--- config.mk ---
export PLATFORM = sky130hd
export DESIGN_NAME = power_clock_mode_control
export DESIGN_NICKNAME = d
export VERILOG_FILES = /design/src/rtl/pwr_clk_pkg.sv /design/src/rtl/power_clock_mode_control.sv
export VERILOG_INCLUDE_DIRS = /design/src /design/src/rtl
export SDC_FILE = /design/constraint.sdc
export NUM_CORES = 1
export LEC_CHECK = 0
export ABC_AREA = 1
export BUFFER_PORTS_ARGS = -buffer_cell sky130_fd_sc_hd__buf_2
export CAP_MARGIN = 20
export CORE_UTILIZATION = 45
export CTS_CLUSTER_SIZE = 25
export DETAILED_ROUTE_END_ITERATION = 6
export PLACE_DENSITY = 0.74
export SLEW_MARGIN = 20
export SYNTH_ARGS = -nofsm -noshare
export SYNTH_HDL_FRONTEND = slang
export SYNTH_SLANG_ARGS = --single-unit
--- constraint.sdc ---
create_clock -name clock -period 6.65 [get_ports clock]
set_clock_uncertainty 0.15 [all_clocks]
set_input_delay 1.33 -clock clock [delete_from_list [all_inputs] [get_ports clock]]
set_output_delay 1.33 -clock clock [all_outputs]
set_load 0.01 [all_outputs]
--- src/rtl/pwr_clk_map.svh ---
/*
  Register offsets, field positions, reset values and cycle counts of the
  power and clock mode control block.
  Assumes it is included by bare name wherever these figures are needed.
*/
`ifndef PWR_CLK_MAP_SVH
`define PWR_CLK_MAP_SVH

`define PCM_OFS_POWER_CONTROL   8'h87
`define PCM_OFS_EXT_FLAG_CLKSEL 8'h91
`define PCM_OFS_POWER_MGMT      8'hc4
`define PCM_OFS_SERVICE_STATUS  8'hc5

// power_control fields
`define PCM_PC_IDLE_BIT   0
`define PCM_PC_STOP_BIT   1

// ext_flag_clock_select fields
`define PCM_EX_SRC_BIT    3
`define PCM_EX_RING_BIT   2
`define PCM_EX_RWS_BIT    1
`define PCM_EX_BG_BIT     0

// power_management fields
`define PCM_PM_CD_HI_BIT  7
`define PCM_PM_CD_LO_BIT  6
`define PCM_PM_SWB_BIT    5
`define PCM_PM_CRYSTAL_DISABLE_BIT  3
`define PCM_PM_STRB_BIT   2

// service_activity_status fields
`define PCM_ST_PF_BIT     7
`define PCM_ST_HI_BIT     6
`define PCM_ST_LO_BIT     5
`define PCM_ST_CRYSTAL_READY_BIT   4
`define PCM_ST_TX1_BIT    3
`define PCM_ST_RX1_BIT    2
`define PCM_ST_TX0_BIT    1
`define PCM_ST_RX0_BIT    0

// Divider codes and reset values
`define PCM_CD_DIV4       2'h1
`define PCM_CD_DIV64      2'h2
`define PCM_CD_DIV1024    2'h3
`define PCM_CD_RESERVED   2'h0
`define PCM_RST_CD        2'h1
`define PCM_RST_SRC       1'h1
`define PCM_RST_CRYSTAL_READY      1'h1

// Last count of each instruction cycle, in clocks
`define PCM_LAST_DIV4     10'h003
`define PCM_LAST_DIV64    10'h03f
`define PCM_LAST_DIV1024  10'h3ff

// Crystal warm-up, in crystal clocks
`define PCM_XTAL_WARMUP   65536

`endif

--- src/rtl/pwr_clk_pkg.sv ---
/*
  Types of the power and clock mode control block: operating states and
  the packed state record.
  Assumes pwr_clk_map.svh carries all numeric figures.
*/
package pwr_clk_pkg;

  typedef enum logic [4:0] {
    ST_RUN       = 5'b00001,
    ST_IDLE      = 5'b00010,
    ST_STOP      = 5'b00100,
    ST_WAKE_XTAL = 5'b01000,
    ST_WAKE_RING = 5'b10000
  } op_state_t;

  typedef struct packed {
    op_state_t   state;
    logic [1:0]  cd;          // divider field as written
    logic [1:0]  cd_act;      // divider in force
    logic        src_sel;     // 1 crystal, 0 ring
    logic        src_act;     // source in force, 1 crystal
    logic        auto_return_enable;
    logic        crystal_disable;
    logic        strb_sup;
    logic        ring_wake;
    logic        bg_keep;
    logic        crystal_ready;
    logic [16:0] warm_cnt;
    logic [9:0]  div_cnt;
    logic        cyc_strobe;
    logic        ale;
    logic        halt;        // CPU held, registered output
    logic        amp_en;      // crystal amplifier on
    logic        ring_en;     // ring is the source in force
    logic        bg_en;       // reference powered
    logic [7:0]  rdata;
  } pcm_state_t;

endpackage

--- src/rtl/power_clock_mode_control.sv ---
/*
  Power and clock mode control: instruction-cycle divider, switchback,
  crystal/ring source choice, Idle/Stop entry and wake, band-gap keep-on
  during Stop and address latch strobe suppression.
  Assumes a single 50 MHz clock standing in for the crystal/ring clock,
  status inputs synchronous to it, and a plain register port.
*/
// The address-and-strobe port was chosen for this implementation.
`timescale 1ns/1ps
`default_nettype none
`include "pwr_clk_map.svh"

// Overview of operation
// - Source bit: 1 crystal, 0 ring; 0-to-1 only with crystal ready and amp on.
// - Ring status bit reads 1 while running from ring; read-only, resets 0.
// - Divider 01/10/11 = 4/64/1024 clocks; 10 or 11 only from 01.
// - Auto-return bit lets hardware restore divide-by-4 on switchback events.
// - Crystal-disable stops the amp; setting allowed only with ring selected.
// - Three read-only bits show power-fail, high, low level in service.
// - Crystal-ready bit reads 1 once crystal is stable; resets to 1.
// - Four read-only bits show serial port transmit and receive activity.
// - Power control bit 0 enters Idle; CPU halts, clocks keep running.
// - Idle ends on any interrupt or reset.
// - Power control bit 1 enters Stop; clocking and crystal stop, ring enable keeps its value.
// - Stop ends on external interrupt or reset; internal sources cannot wake.
// - Real-time clock interrupt also wakes from Stop.
// - Band-gap keep-on bit keeps reference alive in Stop; resets 0.
// - With reference kept on, power-fail interrupt and reset wake from Stop.
// - Band-gap keep-on bit has no effect outside Stop.
// - Ring-wake bit set: run from ring at once on Stop exit.
// - After ring wake, switch to crystal after 65,536 crystal clocks.
// - Ring status reads 1 for as long as the ring wake lasts.
// - Ring-wake bit clear: Stop exit waits on crystal, no ring.
// - Strobe suppress set: strobe pulses only on external data moves.
// - Strobe suppress resets 0; strobe then pulses every instruction cycle while running, not in Idle or crystal wake.
// - New divider or source takes effect at the next instruction-cycle boundary after write.
// - Crystal ready rises 65,536 clocks after disable cleared and startup.
// - Switchback on serviceable external irq, start bit, or transmit write.
module power_clock_mode_control #(
  parameter int XTAL_WARMUP_CLOCKS = `PCM_XTAL_WARMUP
) (
  input  wire logic       clock,
  input  wire logic       rst,
  input  wire logic [7:0] addr,
  input  wire logic [7:0] wdata,
  input  wire logic       wr_stb,
  input  wire logic       rd_stb,
  output logic      [7:0] rdata,
  input  wire logic       powerfail_level_active,
  input  wire logic       high_level_active,
  input  wire logic       low_level_active,
  input  wire logic       port1_tx_active,
  input  wire logic       port1_rx_active,
  input  wire logic       port0_tx_active,
  input  wire logic       port0_rx_active,
  input  wire logic       crystal_osc_stable,
  input  wire logic       any_irq,
  input  wire logic       ext_irq,
  input  wire logic       rtc_irq,
  input  wire logic       early_power_warning_irq,
  input  wire logic       powerfail_reset_req,
  input  wire logic       ext_irq_serviceable,
  input  wire logic       rx_start_bit,
  input  wire logic       tx_buffer_write,
  input  wire logic       external_data_move,
  output logic            cpu_halt,
  output logic            clocks_stopped,
  output logic            crystal_amp_enable,
  output logic            ring_osc_enable,
  output logic            bandgap_enable,
  output logic            cycle_strobe,
  output logic            addr_latch_strobe,
  output logic      [1:0] divider_in_force
);

  localparam logic [16:0] WARM_LAST = 17'(XTAL_WARMUP_CLOCKS - 1);

  pwr_clk_pkg::pcm_state_t s_q;
  pwr_clk_pkg::pcm_state_t s_d;

  // Derived conditions
  logic       wr_pc;
  logic       wr_ex;
  logic       wr_pm;
  logic       running;
  logic       stop_wake;
  logic       sb_event;
  logic       cyc_end;
  logic [9:0] div_last;
  logic [1:0] cd_wr;
  logic [7:0] status_v;

  always_comb begin
    wr_pc    = wr_stb && (addr == `PCM_OFS_POWER_CONTROL);
    wr_ex    = wr_stb && (addr == `PCM_OFS_EXT_FLAG_CLKSEL);
    wr_pm    = wr_stb && (addr == `PCM_OFS_POWER_MGMT);
    running  = (s_q.state == pwr_clk_pkg::ST_RUN) || (s_q.state == pwr_clk_pkg::ST_WAKE_RING);
    // only external or real-time clock sources, RTC wake
    // power-fail causes count only with reference kept on
    stop_wake = ext_irq || rtc_irq ||
                (s_q.bg_keep && (early_power_warning_irq || powerfail_reset_req));
    sb_event = ext_irq_serviceable || rx_start_bit || tx_buffer_write;
    unique case (s_q.cd_act)
      `PCM_CD_DIV64:   div_last = `PCM_LAST_DIV64;
      `PCM_CD_DIV1024: div_last = `PCM_LAST_DIV1024;
      default:         div_last = `PCM_LAST_DIV4;
    endcase
    cyc_end  = (s_q.div_cnt >= div_last);
    cd_wr    = {wdata[`PCM_PM_CD_HI_BIT], wdata[`PCM_PM_CD_LO_BIT]};
    status_v = 8'h00;
    status_v[`PCM_ST_PF_BIT]   = powerfail_level_active;
    status_v[`PCM_ST_HI_BIT]   = high_level_active;
    status_v[`PCM_ST_LO_BIT]   = low_level_active;
    status_v[`PCM_ST_CRYSTAL_READY_BIT] = s_q.crystal_ready;
    status_v[`PCM_ST_TX1_BIT]  = port1_tx_active;
    status_v[`PCM_ST_RX1_BIT]  = port1_rx_active;
    status_v[`PCM_ST_TX0_BIT]  = port0_tx_active;
    status_v[`PCM_ST_RX0_BIT]  = port0_rx_active;
  end

  always_comb begin
    s_d = s_q;
    s_d.cyc_strobe = 1'b0;
    s_d.ale        = 1'b0;

    // Divider counter runs unless Stop has frozen all clocking
    if ((s_q.state == pwr_clk_pkg::ST_STOP) || cyc_end) begin
      s_d.div_cnt = 10'h000;
    end else begin
      s_d.div_cnt = s_q.div_cnt + 10'h001;
    end
    if (cyc_end && (s_q.state != pwr_clk_pkg::ST_STOP)) begin
      s_d.cyc_strobe = 1'b1;
      // selections land at the cycle boundary
      s_d.cd_act = s_q.cd;
      if (s_q.state != pwr_clk_pkg::ST_WAKE_RING) begin
        s_d.src_act = s_q.src_sel;
      end
      // every running cycle by default, only external moves when suppressed
      if (running && (!s_q.strb_sup || external_data_move)) begin
        s_d.ale = 1'b1;
      end
    end

    // crystal warm-up count; amp off or stopped clears readiness
    if (s_q.crystal_disable || (s_q.state == pwr_clk_pkg::ST_STOP)) begin
      s_d.crystal_ready     = 1'b0;
      s_d.warm_cnt = 17'h00000;
    end else if (!s_q.crystal_ready && crystal_osc_stable) begin
      if (s_q.warm_cnt == WARM_LAST) begin
        s_d.crystal_ready = 1'b1;
      end else begin
        s_d.warm_cnt = s_q.warm_cnt + 17'h00001;
      end
    end

    // Register writes
    if (wr_ex) begin
      // crystal only once ready and amp running
      if (!wdata[`PCM_EX_SRC_BIT]) begin
        s_d.src_sel = 1'b0;
      end else if (s_q.crystal_ready && !s_q.crystal_disable) begin
        s_d.src_sel = 1'b1;
      end
      s_d.ring_wake = wdata[`PCM_EX_RWS_BIT];
      s_d.bg_keep   = wdata[`PCM_EX_BG_BIT];
    end
    if (wr_pm) begin
      // reduced rates only from divide-by-4; reserved code ignored
      if (cd_wr == `PCM_CD_DIV4) begin
        s_d.cd = cd_wr;
      end else if ((cd_wr != `PCM_CD_RESERVED) && (s_q.cd == `PCM_CD_DIV4)) begin
        s_d.cd = cd_wr;
      end
      s_d.auto_return_enable      = wdata[`PCM_PM_SWB_BIT];
      s_d.strb_sup = wdata[`PCM_PM_STRB_BIT];
      // amp may be stopped only with ring selected
      if (!wdata[`PCM_PM_CRYSTAL_DISABLE_BIT]) begin
        s_d.crystal_disable = 1'b0;
      end else if (!s_q.src_sel) begin
        s_d.crystal_disable = 1'b1;
      end
    end
    // switchback wins over a same-cycle software write
    if (s_q.auto_return_enable && sb_event) begin
      s_d.cd = `PCM_CD_DIV4;
    end

    // Mode sequencing
    unique case (s_q.state)
      pwr_clk_pkg::ST_RUN: begin
        // Stop takes precedence when both bits are written
        if (wr_pc && wdata[`PCM_PC_STOP_BIT]) begin
          s_d.state = pwr_clk_pkg::ST_STOP;
        end else if (wr_pc && wdata[`PCM_PC_IDLE_BIT]) begin
          // halt the CPU, clocks run on
          s_d.state = pwr_clk_pkg::ST_IDLE;
        end
      end
      pwr_clk_pkg::ST_IDLE: begin
        if (any_irq) begin
          s_d.state = pwr_clk_pkg::ST_RUN;
        end
      end
      pwr_clk_pkg::ST_STOP: begin
        if (stop_wake) begin
          if (!s_q.src_sel) begin
            s_d.state = pwr_clk_pkg::ST_RUN;
          end else if (s_q.ring_wake) begin
            s_d.state   = pwr_clk_pkg::ST_WAKE_RING;
            s_d.src_act = 1'b0;
          end else begin
            // default wake waits for the crystal
            s_d.state = pwr_clk_pkg::ST_WAKE_XTAL;
          end
        end
      end
      pwr_clk_pkg::ST_WAKE_XTAL: begin
        if (s_q.crystal_ready) begin
          s_d.state = pwr_clk_pkg::ST_RUN;
        end
      end
      pwr_clk_pkg::ST_WAKE_RING: begin
        if (wr_pc && wdata[`PCM_PC_STOP_BIT]) begin
          s_d.state = pwr_clk_pkg::ST_STOP;
        end else if (s_q.crystal_ready) begin
          // automatic return to crystal after warm-up
          s_d.state   = pwr_clk_pkg::ST_RUN;
          s_d.src_act = 1'b1;
        end
      end
      default: begin
        s_d.state = pwr_clk_pkg::ST_RUN;
      end
    endcase

    // One-cycle read data; unmapped addresses read zero
    s_d.rdata = 8'h00;
    if (rd_stb) begin
      unique case (addr)
        `PCM_OFS_POWER_CONTROL: begin
          s_d.rdata[`PCM_PC_IDLE_BIT] = (s_q.state == pwr_clk_pkg::ST_IDLE);
          s_d.rdata[`PCM_PC_STOP_BIT] = (s_q.state == pwr_clk_pkg::ST_STOP);
        end
        `PCM_OFS_EXT_FLAG_CLKSEL: begin
          s_d.rdata[`PCM_EX_SRC_BIT]  = s_q.src_sel;
          s_d.rdata[`PCM_EX_RING_BIT] = !s_q.src_act;
          s_d.rdata[`PCM_EX_RWS_BIT]  = s_q.ring_wake;
          s_d.rdata[`PCM_EX_BG_BIT]   = s_q.bg_keep;
        end
        `PCM_OFS_POWER_MGMT: begin
          s_d.rdata[`PCM_PM_CD_HI_BIT] = s_q.cd[1];
          s_d.rdata[`PCM_PM_CD_LO_BIT] = s_q.cd[0];
          s_d.rdata[`PCM_PM_SWB_BIT]   = s_q.auto_return_enable;
          s_d.rdata[`PCM_PM_CRYSTAL_DISABLE_BIT] = s_q.crystal_disable;
          s_d.rdata[`PCM_PM_STRB_BIT]  = s_q.strb_sup;
        end
        `PCM_OFS_SERVICE_STATUS: begin
          s_d.rdata = status_v;
        end
        default: begin
          s_d.rdata = 8'h00;
        end
      endcase
    end

    // Output flops follow the next state, so they switch with it
    s_d.halt    = (s_d.state != pwr_clk_pkg::ST_RUN) &&
                  (s_d.state != pwr_clk_pkg::ST_WAKE_RING);
    s_d.amp_en  = !s_d.crystal_disable && (s_d.state != pwr_clk_pkg::ST_STOP);
    s_d.ring_en = !s_d.src_act;
    // keep-on bit only matters in Stop
    s_d.bg_en   = (s_d.state != pwr_clk_pkg::ST_STOP) || s_d.bg_keep;
  end

  always_ff @(posedge clock or posedge rst) begin
    if (rst) begin
      s_q            <= '0;
      s_q.state      <= pwr_clk_pkg::ST_RUN;
      s_q.cd         <= `PCM_RST_CD;
      s_q.cd_act     <= `PCM_RST_CD;
      s_q.src_sel    <= `PCM_RST_SRC;
      s_q.src_act    <= `PCM_RST_SRC;
      s_q.crystal_ready       <= `PCM_RST_CRYSTAL_READY;
      // Amplifier and reference stay powered through reset
      s_q.amp_en     <= 1'b1;
      s_q.bg_en      <= 1'b1;
    end else begin
      s_q <= s_d;
    end
  end

  // Outputs come straight from flop fields
  assign rdata              = s_q.rdata;
  assign cpu_halt           = s_q.halt;
  assign clocks_stopped     = s_q.state[2];
  assign crystal_amp_enable = s_q.amp_en;
  assign ring_osc_enable    = s_q.ring_en;
  assign bandgap_enable     = s_q.bg_en;
  assign cycle_strobe       = s_q.cyc_strobe;
  assign addr_latch_strobe  = s_q.ale;
  assign divider_in_force   = s_q.cd_act;
endmodule
`default_nettype wire

After elaboration in Yosys (flattened, before gate mapping)
Index checks and enable logic that the tools add are counted.

Flip-flop bits (word level): 58. Latch bits: 0. Memory bits (writable): 0. Bits in read-only memories: 0. Input bits: 37. Logic and storage cells: 123. Memories kept: 0.

Add/subtract/negate cells: 2. Multipliers: 0. Divide/modulo/power cells: 0. Order comparisons: 1. Equal/unequal tests: 21. Shift-type cells: 0. Mux-type cells: 40. Bitwise logic cells: 0. Reduce and logical (&&, ||, !) cells: 39.

Operators by type and width (number): 2-to-1 mux 5 bit (8); 2-to-1 mux 18 bit (2); == test 8 bit, second input constant (4); case mux 5 bit (5 select lines) (1); case mux 10 bit (2 select lines) (1); adder 17 x 1 -> 17 bit, second input constant (1); == test 17 x 16 -> 1 bit, second input constant (1); 2-to-1 mux 17 bit (1); 2-to-1 mux 1 bit (15); logical AND 1 bit (14); 2-to-1 mux 2 bit (6); case mux 2 bit (3 select lines) (2); adder 10 x 1 -> 10 bit, second input constant (1); >= comparator 10 bit (1); logical OR 1 bit (10); 2-to-1 mux 10 bit (1); != test 5 x 3 -> 1 bit, second input constant (2); != test 5 bit, second input constant (2); 2-to-1 mux 8 bit (1); AND reduction 2 bit (4); nonzero test 2 bit (4); zero test 1 bit (6); case mux 3 bit (2 select lines) (1); == test 5 x 1 -> 1 bit, second input constant (1); other kinds (11) (13).

Depth between registers and ports, before layout
Depth in word-level cells: 10. Depth in mapped cells: 13. Depth with buffers taken out: 12.

Least setup slack after synthesis
No wires, ideal clock.

Path type: in2reg. From: in addr[5]. To: reg s_q[52] (netlist name). Data arrival time: 2.102 ns. Data required time: 6.370 ns. Slack: 4.269 ns. Stages on the path: 8. Path buffers: 0. Cells stage by stage: inv_1 nand2_2 nor2_1 nand4_1 nor2_4 a21oi_1 nand2_1 o21ai_0.

Longest elaborated chain between the ends: 4.

RTL lines: start, declared (RTL line power_clock_mode_control.sv:44) `input wire logic [7:0] addr,`; == test 8 bit; logical AND 1 bit (RTL line power_clock_mode_control.sv:96) `` wr_pm = wr_stb && (addr == `PCM_OFS_POWER_MGMT); ``; nonzero test 2 bit (no line); AND reduction 2 bit (no line); end, declared (RTL line power_clock_mode_control.sv:78) `pwr_clk_pkg::pcm_state_t s_q;`.

Every way passes these cells. A chain may end at the register's enable or synchronous reset.

Worst setup path after layout
From: reg s_q[24] (netlist name). To: reg s_q[31] (netlist name).

Longest elaborated chain between the ends: 4.

RTL lines: adder 17 x 1 -> 17 bit (RTL line power_clock_mode_control.sv:153) `s_d.warm_cnt = s_q.warm_cnt + 17'h00001;`; 2-to-1 mux 17 bit (RTL line power_clock_mode_control.sv:150) `if (s_q.warm_cnt == WARM_LAST) begin`; 2-to-1 mux 18 bit (RTL line power_clock_mode_control.sv:149) `end else if (!s_q.crystal_ready && crystal_osc_stable) begin`; 2-to-1 mux 18 bit (RTL line power_clock_mode_control.sv:146) `if (s_q.crystal_disable || (s_q.state == pwr_clk_pkg::ST_STOP)) begin`.

Parallel ways exist; a longest one is shown, timed or not. The select of a mux whose other input is x is not followed.

==> metrics.md <==
| Metric | Value |
|---|---|
| First-pass GRT wire length | `11.4 mm` |
| Worst Reg-to-Reg Cells | `12` |
| Root Buffer | `clkbuf_8` |
| LEAKAGE | `1.83 nW` |
| I/O pins | `54` |
| CP Depth | `12` |
| Number of global-route vias before repair | `2651` |
| TritonCTS buffer count | `9` |
| Final period util | `38.6%` |
| Via-to-Cell Ratio | `4.94` |
| R2r setup slk | `4.08 ns` |
| Bufs and invs on worst path | `1` |
| CTS sink count | `58` |
| Critical path startpoint | `s_q[24]$_DFFE_PP0P_` |
| Largest net degree at the start of global routing | `59` |
| Share of Yosys cell area claimed by the top area cell type | `38.8%` |
| Yosys warnings | `0` |
| Antenna Cells | `0` |
| Path type of the worst min-delay path | `reg2reg` |
| Worst-case clock buffer depth | `2` |
| Reg area | `1460 sq um` |
| Crit path largest cell delay | `0.41 ns` |
| Routed vias | `2787` |
| Crit Path Class | `reg2reg` |
| Area delta synth->final | `15.3%` |
| Final WL | `6.71 mm` |
| Gr busiest metal | `met2` |
| Antenna-violating nets left | `0` |
| Post-DP HPWL | `4.85 mm` |
| CP cell instances | `ha_1 -> nand2_1 -> nor2_1 -> and3_2 -> and3_1 -> ha_1 -> nor2_4 -> inv_2 -> nand2_4 -> nand2_1 -> o21ai_0 -> a21oi_1` |
| Global Route Usage Sum | `19.5%` |
| Crit-path max FO | `12` |
| Most frequent cells after synthesis | `nand2_1 (83), inv_1 (61), nor2_1 (56)` |
| Later-pin clock latency in the skew report | `0.34 ns` |
| Worst slew pin tran | `0.701 ns` |
| Fillers | `656` |
| Worst hold path startpoint | `s_q[14]$_DFF_PP0_` |
| First-pass iteration count of the detailed router | `4` |
| Hold path depth | `1` |
| Most common cell in the netlist | `nand2_1` |
| Crit path max-delay cell type | `dfrtp_1` |
| Final setup viols | `0` |
| Core area | `6870 sq um` |
| Row cnt | `30` |
| Die ar. | `7500 sq um` |
| Rel. slew slack | `53.3%` |
| Syn Inst Count | `410` |
| CTS Hold Buffers Added | `0` |
| Initial Util | `46.9%` |
| R2R Path Start | `s_q[24]$_DFFE_PP0P_` |
| Final Hold Viols | `0` |
| Nets | `507` |
| Distinct cells, synth | `38` |
| # port buffers | `52` |
| Gr ovfl total | `0` |
| Final routed DRC violation total | `0` |
| Kind of cell adding the most delay to the critical path | `simple AND/OR/NAND/NOR gates` |
| Met2 GRT Util | `31.0%` |
| # Max-Cap Violations | `0` |
| Outcome | `complete, no violations` |
| Syn avg cell area | `7.86 sq um` |
| RSZ-0062 raised after global routing | `false` |
| Top post-synthesis cells by area | `dfrtp_1 (39%), nand2_1 (9.7%), inv_1 (7.1%), dfstp_2 (6.5%), nor2_1 (6.5%)` |
| DIE HEIGHT | `86.6 microns` |
| Data arrival, critical path | `2.65 ns` |
| Clk slew on worst S/H paths | `0.07 ns` |
| Final Slew Violations | `0` |
| Setup Buffers After CTS | `0` |
| CP required | `6.73 ns` |
| Ratio of cells with drive above 1 in the final layout | `20.5%` |
| Post-CTS sizing | `0` |
| CTS tree | `yes` |
| CP Capture Type | `flop` |
| Initial antenna violation count | `0` |
| Yosys reg bits | `58` |
| Post-synth EDFFs | `0` |
| Net count after synthesis | `454` |
| GR Util met3 | `4.57%` |
| Footprint of the multi-input gates | `1420 sq um` |
| CTS H-tree lvls | `3` |
| Mapped Area | `3220 sq um` |
| Min cycle time layout | `2.57 ns` |
| F_max | `0.389 GHz` |
| Synth async-reset ratio | `100%` |
| Chip Width | `86.6 microns` |
| Worst setup SP type | `flop` |
| Hold WS | `0.309 ns` |
| GP Congestion | `0.843` |
| Wire per inst | `11.9 microns` |
| Setup TNS | `0 ns` |
| Routing usage on met1 | `25.5%` |
| Power per cell area | `243 nW/um^2` |
| Drt initial violations | `140` |
| Sequential area share after synthesis | `45.4%` |
| Worst VDD drop | `139 uV` |
| Cell taking the most area after synthesis | `dfrtp_1` |
| Main synth FF type | `dfrtp_1` |
-- logic make-up after synthesis --
group           Yosys count  share of synthesized area (%)
fa+ha+maj                 7                           2.72
compound gates           58                           9.98
flops                    58                           45.4
xor+xnor                  4                           1.09
simple gates            206                           30.4
buf+inv                  77                           10.4
-- layout by cell type (no fill, tap or decap), types with 2 or more instances in the layout --
cell | synthesis | final
nor2_4 | 3 | 3
nand4_1 | 13 | 13
clkinvlp_4 | 0 | 2
clkbuf_8 | 0 | 12
dfstp_2 | 8 | 8
nor3b_1 | 4 | 4
nor3_1 | 16 | 16
ha_1 | 7 | 7
inv_1 | 61 | 60
a21oi_1 | 23 | 23
o211ai_1 | 3 | 3
dfrtp_1 | 50 | 50
clkinv_2 | 0 | 2
xor2_1 | 3 | 3
nor2_1 | 56 | 56
nand3_2 | 2 | 2
buf_2 | 0 | 52
a31oi_1 | 2 | 2
o31ai_1 | 2 | 2
o21ai_0 | 22 | 22
nand3_1 | 20 | 20
inv_2 | 4 | 5
nand2_1 | 83 | 83
-- worst reg2reg max path, cell delays in order, from the launching register on --
cell     delay (ns)
dfrtp_1        0.41
ha_1           0.22
nand2_1        0.12
nor2_1         0.09
and3_2         0.24
and3_1         0.16
ha_1           0.22
nor2_4         0.24
inv_2          0.15
nand2_4        0.17
nand2_1        0.09
o21ai_0        0.14
a21oi_1        0.06
-- path summary, 6_finish.rpt --
kind                                       end
setup / recovery           s_q[31]$_DFFE_PP0P_
hold / removal               s_q[14]$_DFF_PP0_
setup reg to reg           s_q[31]$_DFFE_PP0P_
hold reg to reg              s_q[14]$_DFF_PP0_
max in group asynchronous  s_q[28]$_DFFE_PP0P_
min in group asynchronous  s_q[44]$_DFFE_PP0P_
-- through the flow --
| stage | utilization, % | total power [mW] | cells | setup slack, ns | cell area, sq um |
|---|---|---|---|---|---|
| global route | 54.1 | 0.960 | 564 | 3.94 | 3710 |
| CTS | 54.1 | 0.912 | 564 | 4.09 | 3710 |
| global placement | 51.3 | 0.596 | 548 | 3.95 | 3520 |
| floorplan | - | 0.551 | 410 | 3.76 | 3220 |
| finish | 54.1 | 0.901 | 564 | 4.08 | 3710 |
| detailed placement | 51.3 | 0.602 | 548 | 3.93 | 3520 |
-- sequential cells by signal (all words and copies together), names as in the netlist --
signal	count
addr_latch_strobe	1
s_q	41
bandgap_enable	1
rdata	8
divider_in_force	2
crystal_amp_enable	1
cycle_strobe	1
ring_osc_enable	1
clocks_stopped	1
cpu_halt	1
-- report_power, final --
| part | switching [mW] | internal (mW) |
|---|---|---|
| logic | 0.117 | 0.0631 |
| registers | 0.0225 | 0.393 |
| clock network | 0.142 | 0.164 |
| total | 0.281 | 0.620 |
-- layer usage --
| layer | up-vias | routed length, microns |
|---|---|---|
| met5 | - | 0 |
| met4 | 0 | 105 |
| met3 | 12 | 331 |
| met2 | 71 | 3090 |
| met1 | 1276 | 3190 |
| li1 | 1428 | - |
-- layout make-up --
cell class	instances	area share [%]
Inverter	66	6.74
Clock buffer	12	4.45
Multi-Input combinational cell	275	38.3
Clock inverter	4	0.674
Tap cell	96	3.23
Sequential cell	58	39.4
Timing Repair Buffer	53	7.21
Power figures use the tool's default switching activity.
